===== src/core/timer_fine_pkg.sv =====
package timer_fine_pkg;
	// ----------------------------------------
	// Register indices and byte addresses
	// ----------------------------------------
	localparam int ADDR_W = 18;
	localparam logic [15:0] IDX_CLK_SEL = 16'h4200;
	localparam logic [15:0] IDX_RELOAD = 16'h4202;
	localparam logic [15:0] IDX_COUNT = 16'h4204;
	localparam logic [15:0] IDX_CONTROL = 16'h4206;
	localparam logic [ADDR_W-1:0] ADDR_CLK_SEL = {IDX_CLK_SEL, 2'b00};
	localparam logic [ADDR_W-1:0] ADDR_RELOAD = {IDX_RELOAD, 2'b00};
	localparam logic [ADDR_W-1:0] ADDR_COUNT = {IDX_COUNT, 2'b00};
	localparam logic [ADDR_W-1:0] ADDR_CONTROL = {IDX_CONTROL, 2'b00};

	// ----------------------------------------
	// Field positions
	// ----------------------------------------
	localparam int DIV_LSB = 0;
	localparam int RUN_BIT = 0;
	localparam int RESET_BIT = 1;
	localparam int ONE_SHOT_BIT = 4;
	localparam int FINE_LSB = 8;

	// ----------------------------------------
	// Reset values and special codes
	// ----------------------------------------
	localparam logic [3:0] DIV_RESET = 4'h0;
	localparam logic [3:0] DIV_RESERVED = 4'hF;
	localparam logic [7:0] RELOAD_RESET = 8'h00;
	localparam logic [7:0] COUNT_RESET = 8'hFF;
	localparam logic [3:0] FINE_RESET = 4'h0;
	localparam logic ONE_SHOT_RESET = 1'b0;
	localparam logic RUN_RESET = 1'b0;
endpackage


===== src/core/reload_timer_fine.sv =====
// Operation
// - Count clock is peripheral clock over two to the 4-bit code; code F reserved.
// - Eight-bit reload value, read and write, zero after reset, reloads counter.
// - Live eight-bit count is read-only and reads FF after reset.
// - Four-bit fine setting: delays inserted per sixteen underflows; zero inserts none.
//
// Implementation choice: the APB slave port.
`timescale 1ns/10ps
`default_nettype none
module reload_timer_fine (
	// Clock and reset
	input wire logic clk_in,
	input wire logic arst_n_in,
	// APB slave
	input wire logic psel_in,
	input wire logic penable_in,
	input wire logic pwrite_in,
	input wire logic [timer_fine_pkg::ADDR_W-1:0] paddr_in,
	input wire logic [31:0] pwdata_in,
	input wire logic [3:0] pstrb_in,
	output logic [31:0] prdata_out,
	output logic pready_out,
	output logic pslverr_out,
	// Timer event
	output logic underflow_out
);
	import timer_fine_pkg::*;

	// ----------------------------------------
	// Register state
	// ----------------------------------------
	logic [3:0] clock_div_code_q;
	logic [7:0] reload_value_field_q;
	logic [7:0] count_value_field_q;
	logic [3:0] fine_insert_count_q;
	logic one_shot_select_q;
	logic run_control_q;
	logic delay_q;
	logic [3:0] uf_index_q;
	logic count_tick;

	// ----------------------------------------
	// Count clock
	// ----------------------------------------
	count_prescaler count_prescaler_i (
		.clk_in(clk_in),
		.arst_n_in(arst_n_in),
		.code_in(clock_div_code_q),
		.tick_out(count_tick)
	);

	// ----------------------------------------
	// APB decode
	// ----------------------------------------
	logic setup_phase;
	logic access_wr;
	logic hit_clk;
	logic hit_reload;
	logic hit_count;
	logic hit_control;
	logic hit_any;
	logic wr_lo;
	logic wr_hi;
	logic wr_clk;
	logic wr_reload;
	logic wr_control_lo;
	logic wr_control_hi;
	logic counter_reset_strobe;

	// Writes land only on the completing access edge
	assign setup_phase = psel_in && !penable_in;
	assign access_wr = psel_in && penable_in && pwrite_in && pready_out;
	assign hit_clk = (paddr_in == ADDR_CLK_SEL);
	assign hit_reload = (paddr_in == ADDR_RELOAD);
	assign hit_count = (paddr_in == ADDR_COUNT);
	assign hit_control = (paddr_in == ADDR_CONTROL);
	assign hit_any = hit_clk || hit_reload || hit_count || hit_control;
	assign wr_lo = access_wr && pstrb_in[0];
	assign wr_hi = access_wr && pstrb_in[1];
	assign wr_clk = wr_lo && hit_clk;
	assign wr_reload = wr_lo && hit_reload;
	assign wr_control_lo = wr_lo && hit_control;
	assign wr_control_hi = wr_hi && hit_control;
	// Count register has no write path, so writes to it just complete
	// Writing zero to the reset bit does nothing
	assign counter_reset_strobe = wr_control_lo && pwdata_in[RESET_BIT];

	// ----------------------------------------
	// Read mux
	// ----------------------------------------
	logic [15:0] rd_clk;
	logic [15:0] rd_reload;
	logic [15:0] rd_count;
	logic [15:0] rd_control;
	logic [15:0] rd_word;

	// Reserved bits and the write-only reset bit read as zero
	assign rd_clk = {12'h000, clock_div_code_q};
	assign rd_reload = {8'h00, reload_value_field_q};
	assign rd_count = {8'h00, count_value_field_q};
	assign rd_control = {4'h0, fine_insert_count_q, 3'h0, one_shot_select_q, 3'h0,
		run_control_q};
	assign rd_word = hit_clk ? rd_clk :
		hit_reload ? rd_reload :
		hit_count ? rd_count :
		hit_control ? rd_control : 16'h0000;

	// Answer registered in setup so every access has no wait state
	always_ff @(posedge clk_in or negedge arst_n_in) begin
		if (!arst_n_in) begin
			pready_out <= 1'b0;
			pslverr_out <= 1'b0;
			prdata_out <= 32'h0000_0000;
		end else begin
			pready_out <= setup_phase;
			pslverr_out <= setup_phase && !hit_any;
			prdata_out <= (setup_phase && !pwrite_in) ? {16'h0000, rd_word} : 32'h0000_0000;
		end
	end

	// ----------------------------------------
	// Configuration registers
	// ----------------------------------------
	// Settings take effect on the next count clock
	// A new divide code lands mid-period, so the first period after it may be short
	always_ff @(posedge clk_in or negedge arst_n_in) begin
		if (!arst_n_in) begin
			clock_div_code_q <= DIV_RESET;
			reload_value_field_q <= RELOAD_RESET;
			fine_insert_count_q <= FINE_RESET;
			one_shot_select_q <= ONE_SHOT_RESET;
		end else begin
			if (wr_clk)
				clock_div_code_q <= pwdata_in[DIV_LSB +: 4];
			if (wr_reload)
				reload_value_field_q <= pwdata_in[7:0];
			if (wr_control_hi)
				fine_insert_count_q <= pwdata_in[FINE_LSB +: 4];
			if (wr_control_lo)
				one_shot_select_q <= pwdata_in[ONE_SHOT_BIT];
		end
	end

	// ----------------------------------------
	// Down counter with fine delay insertion
	// ----------------------------------------
	logic step;
	logic at_zero;
	logic insert_now;
	logic reload_now;

	// An underflow index below the fine setting gets one extra count clock
	assign step = run_control_q && count_tick;
	assign at_zero = (count_value_field_q == 8'h00);
	assign insert_now = (uf_index_q < fine_insert_count_q) && !delay_q;
	assign reload_now = step && at_zero && !insert_now;

	// Reset strobe outranks counting in the same cycle
	// so the count always equals the reload value on the edge after a strobe
	always_ff @(posedge clk_in or negedge arst_n_in) begin
		if (!arst_n_in) begin
			count_value_field_q <= COUNT_RESET;
			delay_q <= 1'b0;
			uf_index_q <= 4'h0;
		end else if (counter_reset_strobe) begin
			count_value_field_q <= reload_value_field_q;
			delay_q <= 1'b0;
			uf_index_q <= 4'h0;
		end else if (step && !at_zero) begin
			count_value_field_q <= count_value_field_q - 8'h01;
		end else if (step && insert_now) begin
			delay_q <= 1'b1;
		end else if (reload_now) begin
			count_value_field_q <= reload_value_field_q;
			delay_q <= 1'b0;
			uf_index_q <= uf_index_q + 4'h1;
		end
	end

	// Run bit; a software write beats a one-shot stop in the same cycle
	always_ff @(posedge clk_in or negedge arst_n_in) begin
		if (!arst_n_in) begin
			run_control_q <= RUN_RESET;
		end else if (wr_control_lo) begin
			run_control_q <= pwdata_in[RUN_BIT];
		end else if (reload_now && one_shot_select_q) begin
			run_control_q <= 1'b0;
		end
	end

	// Underflow pulse for neighbouring logic
	always_ff @(posedge clk_in or negedge arst_n_in) begin
		if (!arst_n_in)
			underflow_out <= 1'b0;
		else
			underflow_out <= reload_now && !counter_reset_strobe;
	end

	// ----------------------------------------
	// Assertions
	// ----------------------------------------
	bus_ready_a: assert property (@(posedge clk_in) disable iff (!arst_n_in)
		setup_phase |=> pready_out)
		else $error("no ready in access phase");

	reload_write_a: assert property (@(posedge clk_in) disable iff (!arst_n_in)
		wr_reload |=> reload_value_field_q == $past(pwdata_in[7:0]))
		else $error("reload value not written");

	count_stop_a: assert property (@(posedge clk_in) disable iff (!arst_n_in)
		(!run_control_q && !counter_reset_strobe) |=> $stable(count_value_field_q))
		else $error("count moved while stopped");

	count_step_a: assert property (@(posedge clk_in) disable iff (!arst_n_in)
		(step && !at_zero && !counter_reset_strobe)
		|=> count_value_field_q == $past(count_value_field_q) - 8'h01)
		else $error("count did not step down");

	fine_delay_a: assert property (@(posedge clk_in) disable iff (!arst_n_in)
		(step && at_zero && insert_now && !counter_reset_strobe)
		|=> (count_value_field_q == 8'h00) && delay_q && !underflow_out)
		else $error("fine delay not inserted");

	fine_none_a: assert property (@(posedge clk_in) disable iff (!arst_n_in)
		(fine_insert_count_q == 4'h0 && step && at_zero && !counter_reset_strobe)
		|=> underflow_out)
		else $error("delay inserted with fine off");

	one_shot_a: assert property (@(posedge clk_in) disable iff (!arst_n_in)
		(reload_now && one_shot_select_q && !wr_control_lo) |=> !run_control_q ##1 !underflow_out)
		else $error("one-shot kept running");

	reset_strobe_a: assert property (@(posedge clk_in) disable iff (!arst_n_in)
		counter_reset_strobe |=> count_value_field_q == $past(reload_value_field_q) && !delay_q)
		else $error("reset strobe did not reload");

	// ----------------------------------------
	// Bus answer checks
	// ----------------------------------------
	// Ready stands only in the access cycle that follows a setup
	bus_idle_a: assert property (@(posedge clk_in) disable iff (!arst_n_in)
		!setup_phase |=> !pready_out)
		else $error("ready outside access phase");

	// Unmapped addresses answer with an error, mapped ones never do
	bus_error_a: assert property (@(posedge clk_in) disable iff (!arst_n_in)
		setup_phase |=> pslverr_out == !$past(hit_any))
		else $error("error flag does not match decode");

	// Zero outside a read so a stale word never leaks onto the bus
	read_idle_a: assert property (@(posedge clk_in) disable iff (!arst_n_in)
		!(setup_phase && !pwrite_in) |=> prdata_out == 32'h0000_0000)
		else $error("read data outside read access");

	read_count_a: assert property (@(posedge clk_in) disable iff (!arst_n_in)
		(setup_phase && !pwrite_in && hit_count)
		|=> prdata_out == {24'h00_0000, $past(count_value_field_q)})
		else $error("count read wrong");

	// ----------------------------------------
	// Register write checks
	// ----------------------------------------
	div_write_a: assert property (@(posedge clk_in) disable iff (!arst_n_in)
		wr_clk |=> clock_div_code_q == $past(pwdata_in[3:0]))
		else $error("divide code not written");

	// Settings hold between writes; the counter relies on them staying put
	div_hold_a: assert property (@(posedge clk_in) disable iff (!arst_n_in)
		!wr_clk |=> $stable(clock_div_code_q))
		else $error("divide code changed without write");

	reload_hold_a: assert property (@(posedge clk_in) disable iff (!arst_n_in)
		!wr_reload |=> $stable(reload_value_field_q))
		else $error("reload value changed without write");

	fine_write_a: assert property (@(posedge clk_in) disable iff (!arst_n_in)
		wr_control_hi |=> fine_insert_count_q == $past(pwdata_in[11:8]))
		else $error("fine setting not written");

	run_write_a: assert property (@(posedge clk_in) disable iff (!arst_n_in)
		wr_control_lo |=> run_control_q == $past(pwdata_in[0]))
		else $error("run bit not written");

	// Only software or a one-shot underflow may move the run bit
	run_hold_a: assert property (@(posedge clk_in) disable iff (!arst_n_in)
		(!wr_control_lo && !(reload_now && one_shot_select_q)) |=> $stable(run_control_q))
		else $error("run bit moved on its own");

	// ----------------------------------------
	// Reload checks
	// ----------------------------------------
	// A reload brings back the stored value and clears any pending delay
	reload_count_a: assert property (@(posedge clk_in) disable iff (!arst_n_in)
		(reload_now && !counter_reset_strobe)
		|=> (count_value_field_q == $past(reload_value_field_q)) && !delay_q && underflow_out)
		else $error("reload did not restore count");

	// The index wraps after sixteen underflows so the pattern repeats
	fine_index_a: assert property (@(posedge clk_in) disable iff (!arst_n_in)
		(reload_now && !counter_reset_strobe)
		|=> uf_index_q == $past(uf_index_q) + 4'h1)
		else $error("underflow index did not advance");

	// A served delay lets the next count clock reload at once
	fine_served_a: assert property (@(posedge clk_in) disable iff (!arst_n_in)
		(step && at_zero && delay_q && !counter_reset_strobe) |=> underflow_out)
		else $error("delay held too long");
endmodule
`default_nettype wire


===== src/core/count_prescaler.sv =====
`timescale 1ns/10ps
`default_nettype none
module count_prescaler (
	// Clock and reset
	input wire logic clk_in,
	input wire logic arst_n_in,
	// Division select
	input wire logic [3:0] code_in,
	// One-cycle count clock enable
	output logic tick_out
);
	import timer_fine_pkg::*;

	logic [13:0] div_cnt_q;
	logic [14:0] one_hot;
	logic [13:0] mask;
	logic tick_d;

	// Tick when the low code bits of the free counter are all ones
	assign one_hot = 15'h0001 << code_in;
	assign mask = 14'(one_hot - 15'h0001);
	assign tick_d = (code_in != DIV_RESERVED) && ((div_cnt_q & mask) == mask);

	// Free-running divider; never reset by software so phase is shared
	always_ff @(posedge clk_in or negedge arst_n_in) begin
		if (!arst_n_in) begin
			div_cnt_q <= 14'h0000;
			tick_out <= 1'b0;
		end else begin
			div_cnt_q <= div_cnt_q + 14'h0001;
			tick_out <= tick_d;
		end
	end

	div_full_rate_a: assert property (@(posedge clk_in) disable iff (!arst_n_in)
		(code_in == 4'h0) |=> tick_out)
		else $error("divide by one gives no tick");
	div_reserved_a: assert property (@(posedge clk_in) disable iff (!arst_n_in)
		(code_in == 4'hF) |=> !tick_out)
		else $error("reserved divide code ticks");
endmodule
`default_nettype wire


===== config.mk =====
export PLATFORM = sky130hd
export DESIGN_NAME = reload_timer_fine
export DESIGN_NICKNAME = d
export VERILOG_FILES = /design/src/core/timer_fine_pkg.sv /design/src/core/reload_timer_fine.sv /design/src/core/count_prescaler.sv
export SDC_FILE = /design/constraint.sdc
export NUM_CORES = 1
export LEC_CHECK = 0
export BUFFER_PORTS_ARGS = -buffer_cell sky130_fd_sc_hd__buf_4
export CAP_MARGIN = 40
export CELL_PAD_IN_SITES_DETAIL_PLACEMENT = 1
export CELL_PAD_IN_SITES_GLOBAL_PLACEMENT = 1
export CORE_MARGIN = 4
export CORE_UTILIZATION = 36
export DETAILED_ROUTE_END_ITERATION = 12
export PLACE_DENSITY_LB_ADDON = 0.1
export SLEW_MARGIN = 5
export SYNTH_ARGS = -nofsm -noshare
export SYNTH_HDL_FRONTEND = slang
export SYNTH_SLANG_ARGS = --single-unit

===== constraint.sdc =====
create_clock -name clk_in -period 2.3 [get_ports clk_in]
set_clock_uncertainty 0.15 [all_clocks]
set_input_delay 0.115 -clock clk_in [delete_from_list [all_inputs] [get_ports clk_in]]
set_output_delay 0.115 -clock clk_in [all_outputs]
set_load 0.01 [all_outputs]

==> flow_metrics.tcl <==
set metrics [dict create \
    antenna_cells 0 \
    antenna_left 0 \
    drive_gt1_frac 0.354 \
    status "complete, but fails checks" \
    core.rowCount 34 \
    pwr_density_cell_nw_per_um2 510 \
    die-area_um2 10900 \
    synth_edf_count 0 \
    drc 0 \
    grt.total_usage 0.166 \
    wl_per_cell_um 16.3 \
    rsz0062_at_grt "yes" \
    maxCapViolCount 0 \
    post-route-min-period_ps 2320 \
    peakVddDrop_mv 0.289 \
    end_kind "flop" \
    fin_ws_ps -19.1 \
    wl_mm 8.70 \
    cts_sinks 61 \
    antenna_found_initial 0 \
    cp_slowest_cell "or4b_4" \
    hold_viol 0 \
    grt_overflow 0 \
    dpl.hpwl_mm 6.45 \
    dieHeight_um 104 \
    ys.flop_type "dfrtp_1" \
    netlist_top_cells_count "53 x dfrtp_1, 25 x nor2_1, 20 x buf_4, 20 x mux2_2, 16 x inv_1" \
    synthArstFlopShare 1.00 \
    max_stage_delay_ps 500 \
    cp-start-kind "flop" \
    final_nets 488 \
    cts_made_buffers 9 \
    grt_max_degree 62 \
    syn-instance-count 326 \
    clk_pin_slew_ps 70 \
    leakagePower_uw 0.00203 \
    clockRootBuffer "clkbuf_8" \
    portBuffers 51 \
    core_um2 8850 \
    cts_htree_levels 3 \
    first_global_vias 2861 \
    path_class "flop to flop" \
    dr.pass1.iters 5 \
    whs_ps 28.8 \
    gp_congestion 0.818 \
    synth_largest_area_cell "dfrtp_1" \
    relSlewSlack 0.471 \
    setup_viol 1 \
    areaGrowthSynthToFinish_pct 34.7 \
    worstMarginPinSlew_ps 793 \
    layout_worst_path_cycle_share 1.01 \
    ys_seq_area_frac 0.461 \
    violations "negative setup slack" \
    io_pins 94 \
    drv_slew 0 \
    insertion_delay_ps 340 \
    fmax_mhz 431 \
    critPathMaxFanout 4 \
    min_path_type "input pin to flop" \
    clockBufferDepth 2 \
    vias_per_cell 5.23 \
    cts_tree "built" \
    fin_util 0.508 \
    path_cells "inv_2 > ha_4 > or4b_4 > nor3_4 > a31oi_4 > or3_4 > a2bb2oi_2" \
    synth_cell_types 63 \
    required_ps 2420 \
    synth.avg_cell_area_um2 10.2 \
    drtIter0Drc 122 \
    yosys_warnings 0 \
    synth.area.top_cells "dfrtp_1 40%, mux2_2 6.8%, dfstp_2 6.3%" \
    grt_pass1_wl_mm 14.6 \
    synth_most_common_cell "dfrtp_1" \
    start_util 0.377 \
    fill_cells 972 \
    ys_seq_elements 61 \
    num_vias 2793 \
    fp.dieW_um 104 \
    synth_top_area_share 0.398 \
    syn-cell-area_um2 3330 \
    crit_arrival_ps 2440 \
]
-- final cells by class --
class                           instances  area, µm²  area share
Clock buffer                           12        155      0.0345
Tap cell                              108        135      0.0301
Sequential cell                        61       1540       0.342
Multi-Input combinational cell        237       1750       0.390
Inverter                               16       60.1      0.0134
Timing Repair Buffer                   96        785       0.175
Clock inverter                          4       70.1      0.0156
-- logic make-up after synthesis --
| kind of cell | count (synthesis) | share of synthesized area |
|---|---|---|
| AND/OR/NAND/NOR | 104 | 0.177 |
| buffers and inverters | 47 | 0.0758 |
| flip-flops | 61 | 0.461 |
| XOR/XNOR | 15 | 0.0394 |
| other | 1 | 0.00112 |
| multiplexers | 22 | 0.0735 |
| adder cells (fa/ha/maj) | 8 | 0.0300 |
| AO/OA/AOI/OAI | 68 | 0.143 |
-- cell usage in the layout, fill, tap and decap left out, drive strengths merged, types with 10 or more instances in the layout --
master       count
nor2            25
nand2           12
buf             80
xnor2           10
inv             16
conb            20
nand3           11
clkbuf          12
dfrtp           53
o21ai           14
a21oi           12
nor3            13
mux2            20
dlygate4sd3     16
-- per-layer routing --
metal / routed length, µm / GRT usage
met3: 526 / 0.0428
met2: 3750 / 0.238
met1: 4270 / 0.241
met5: 0 / 0
met4: 154 / 0.0608
-- registers in the layout (all words and copies together) (netlist names), 4 cells and up --
signal                       cells
count_prescaler_i.div_cnt_q     14
prdata_out                      12
count_value_field_q              8
reload_value_field_q             8
clock_div_code_q                 4
fine_insert_count_q              4
uf_index_q                       4
-- path summary, 6_finish.rpt --
check,startpoint,end,slack [ps],depth (start not counted)
max,count_value_field_q[0],count_value_field_q[2],-20,7
min,paddr_in[3],prdata_out[9],30,3
max reg2reg,count_value_field_q[0],count_value_field_q[2],-20,7
min reg2reg,count_prescaler_i.div_cnt_q[11],count_prescaler_i.div_cnt_q[11],350,1
max in group asynchronous,arst_n_in,reload_value_field_q[3],1210,2
min in group asynchronous,arst_n_in,underflow_out,240,2
-- critical path, delay by kind of cell, from the launching register on --
family                     cells  cell delay, ps
AOI/OAI and AO/OA              2             290
adders and majority gates      1             120
buffers and inverters          1              70
DFF                            1             380
and+or+nand+nor                3            1240
-- stage by stage --
stage / cells / setup WS (ps) / setup TNS, ps / cell area [µm²] / total power, µW
5_1_grt: 534 / -82.9 / -229 / 4490 / 2400
3_3_place_gp: 498 / 47.1 / 0 / 3960 / 1210
4_1_cts: 531 / 24.8 / 0 / 4350 / 2320
6_report: 534 / -19.1 / -19.1 / 4490 / 2290
2_1_floorplan: 345 / 63.0 / 0 / 3430 / 1150
3_5_place_dp: 498 / 3.78 / 0 / 3960 / 1210
-- power breakdown --
part | internal, µW | switching, µW | leakage, µW | total [µW]
registers | 1080 | 0.696 | 0.000781 | 1080
clock network | 666 | 415 | 0.000116 | 1080
logic | 64.9 | 68.8 | 0.00114 | 134
-- repair_timing --
action / CTS / global route
setup buffers: 1 / 3
hold endpoints to repair: 74 / 0
setup endpoints to repair: 2 / 10
pin swaps: 2 / 10
hold buffers: 16 / 0
gates resized for setup: 1 / 25
Note: power is estimated with default switching activity, not from simulation.
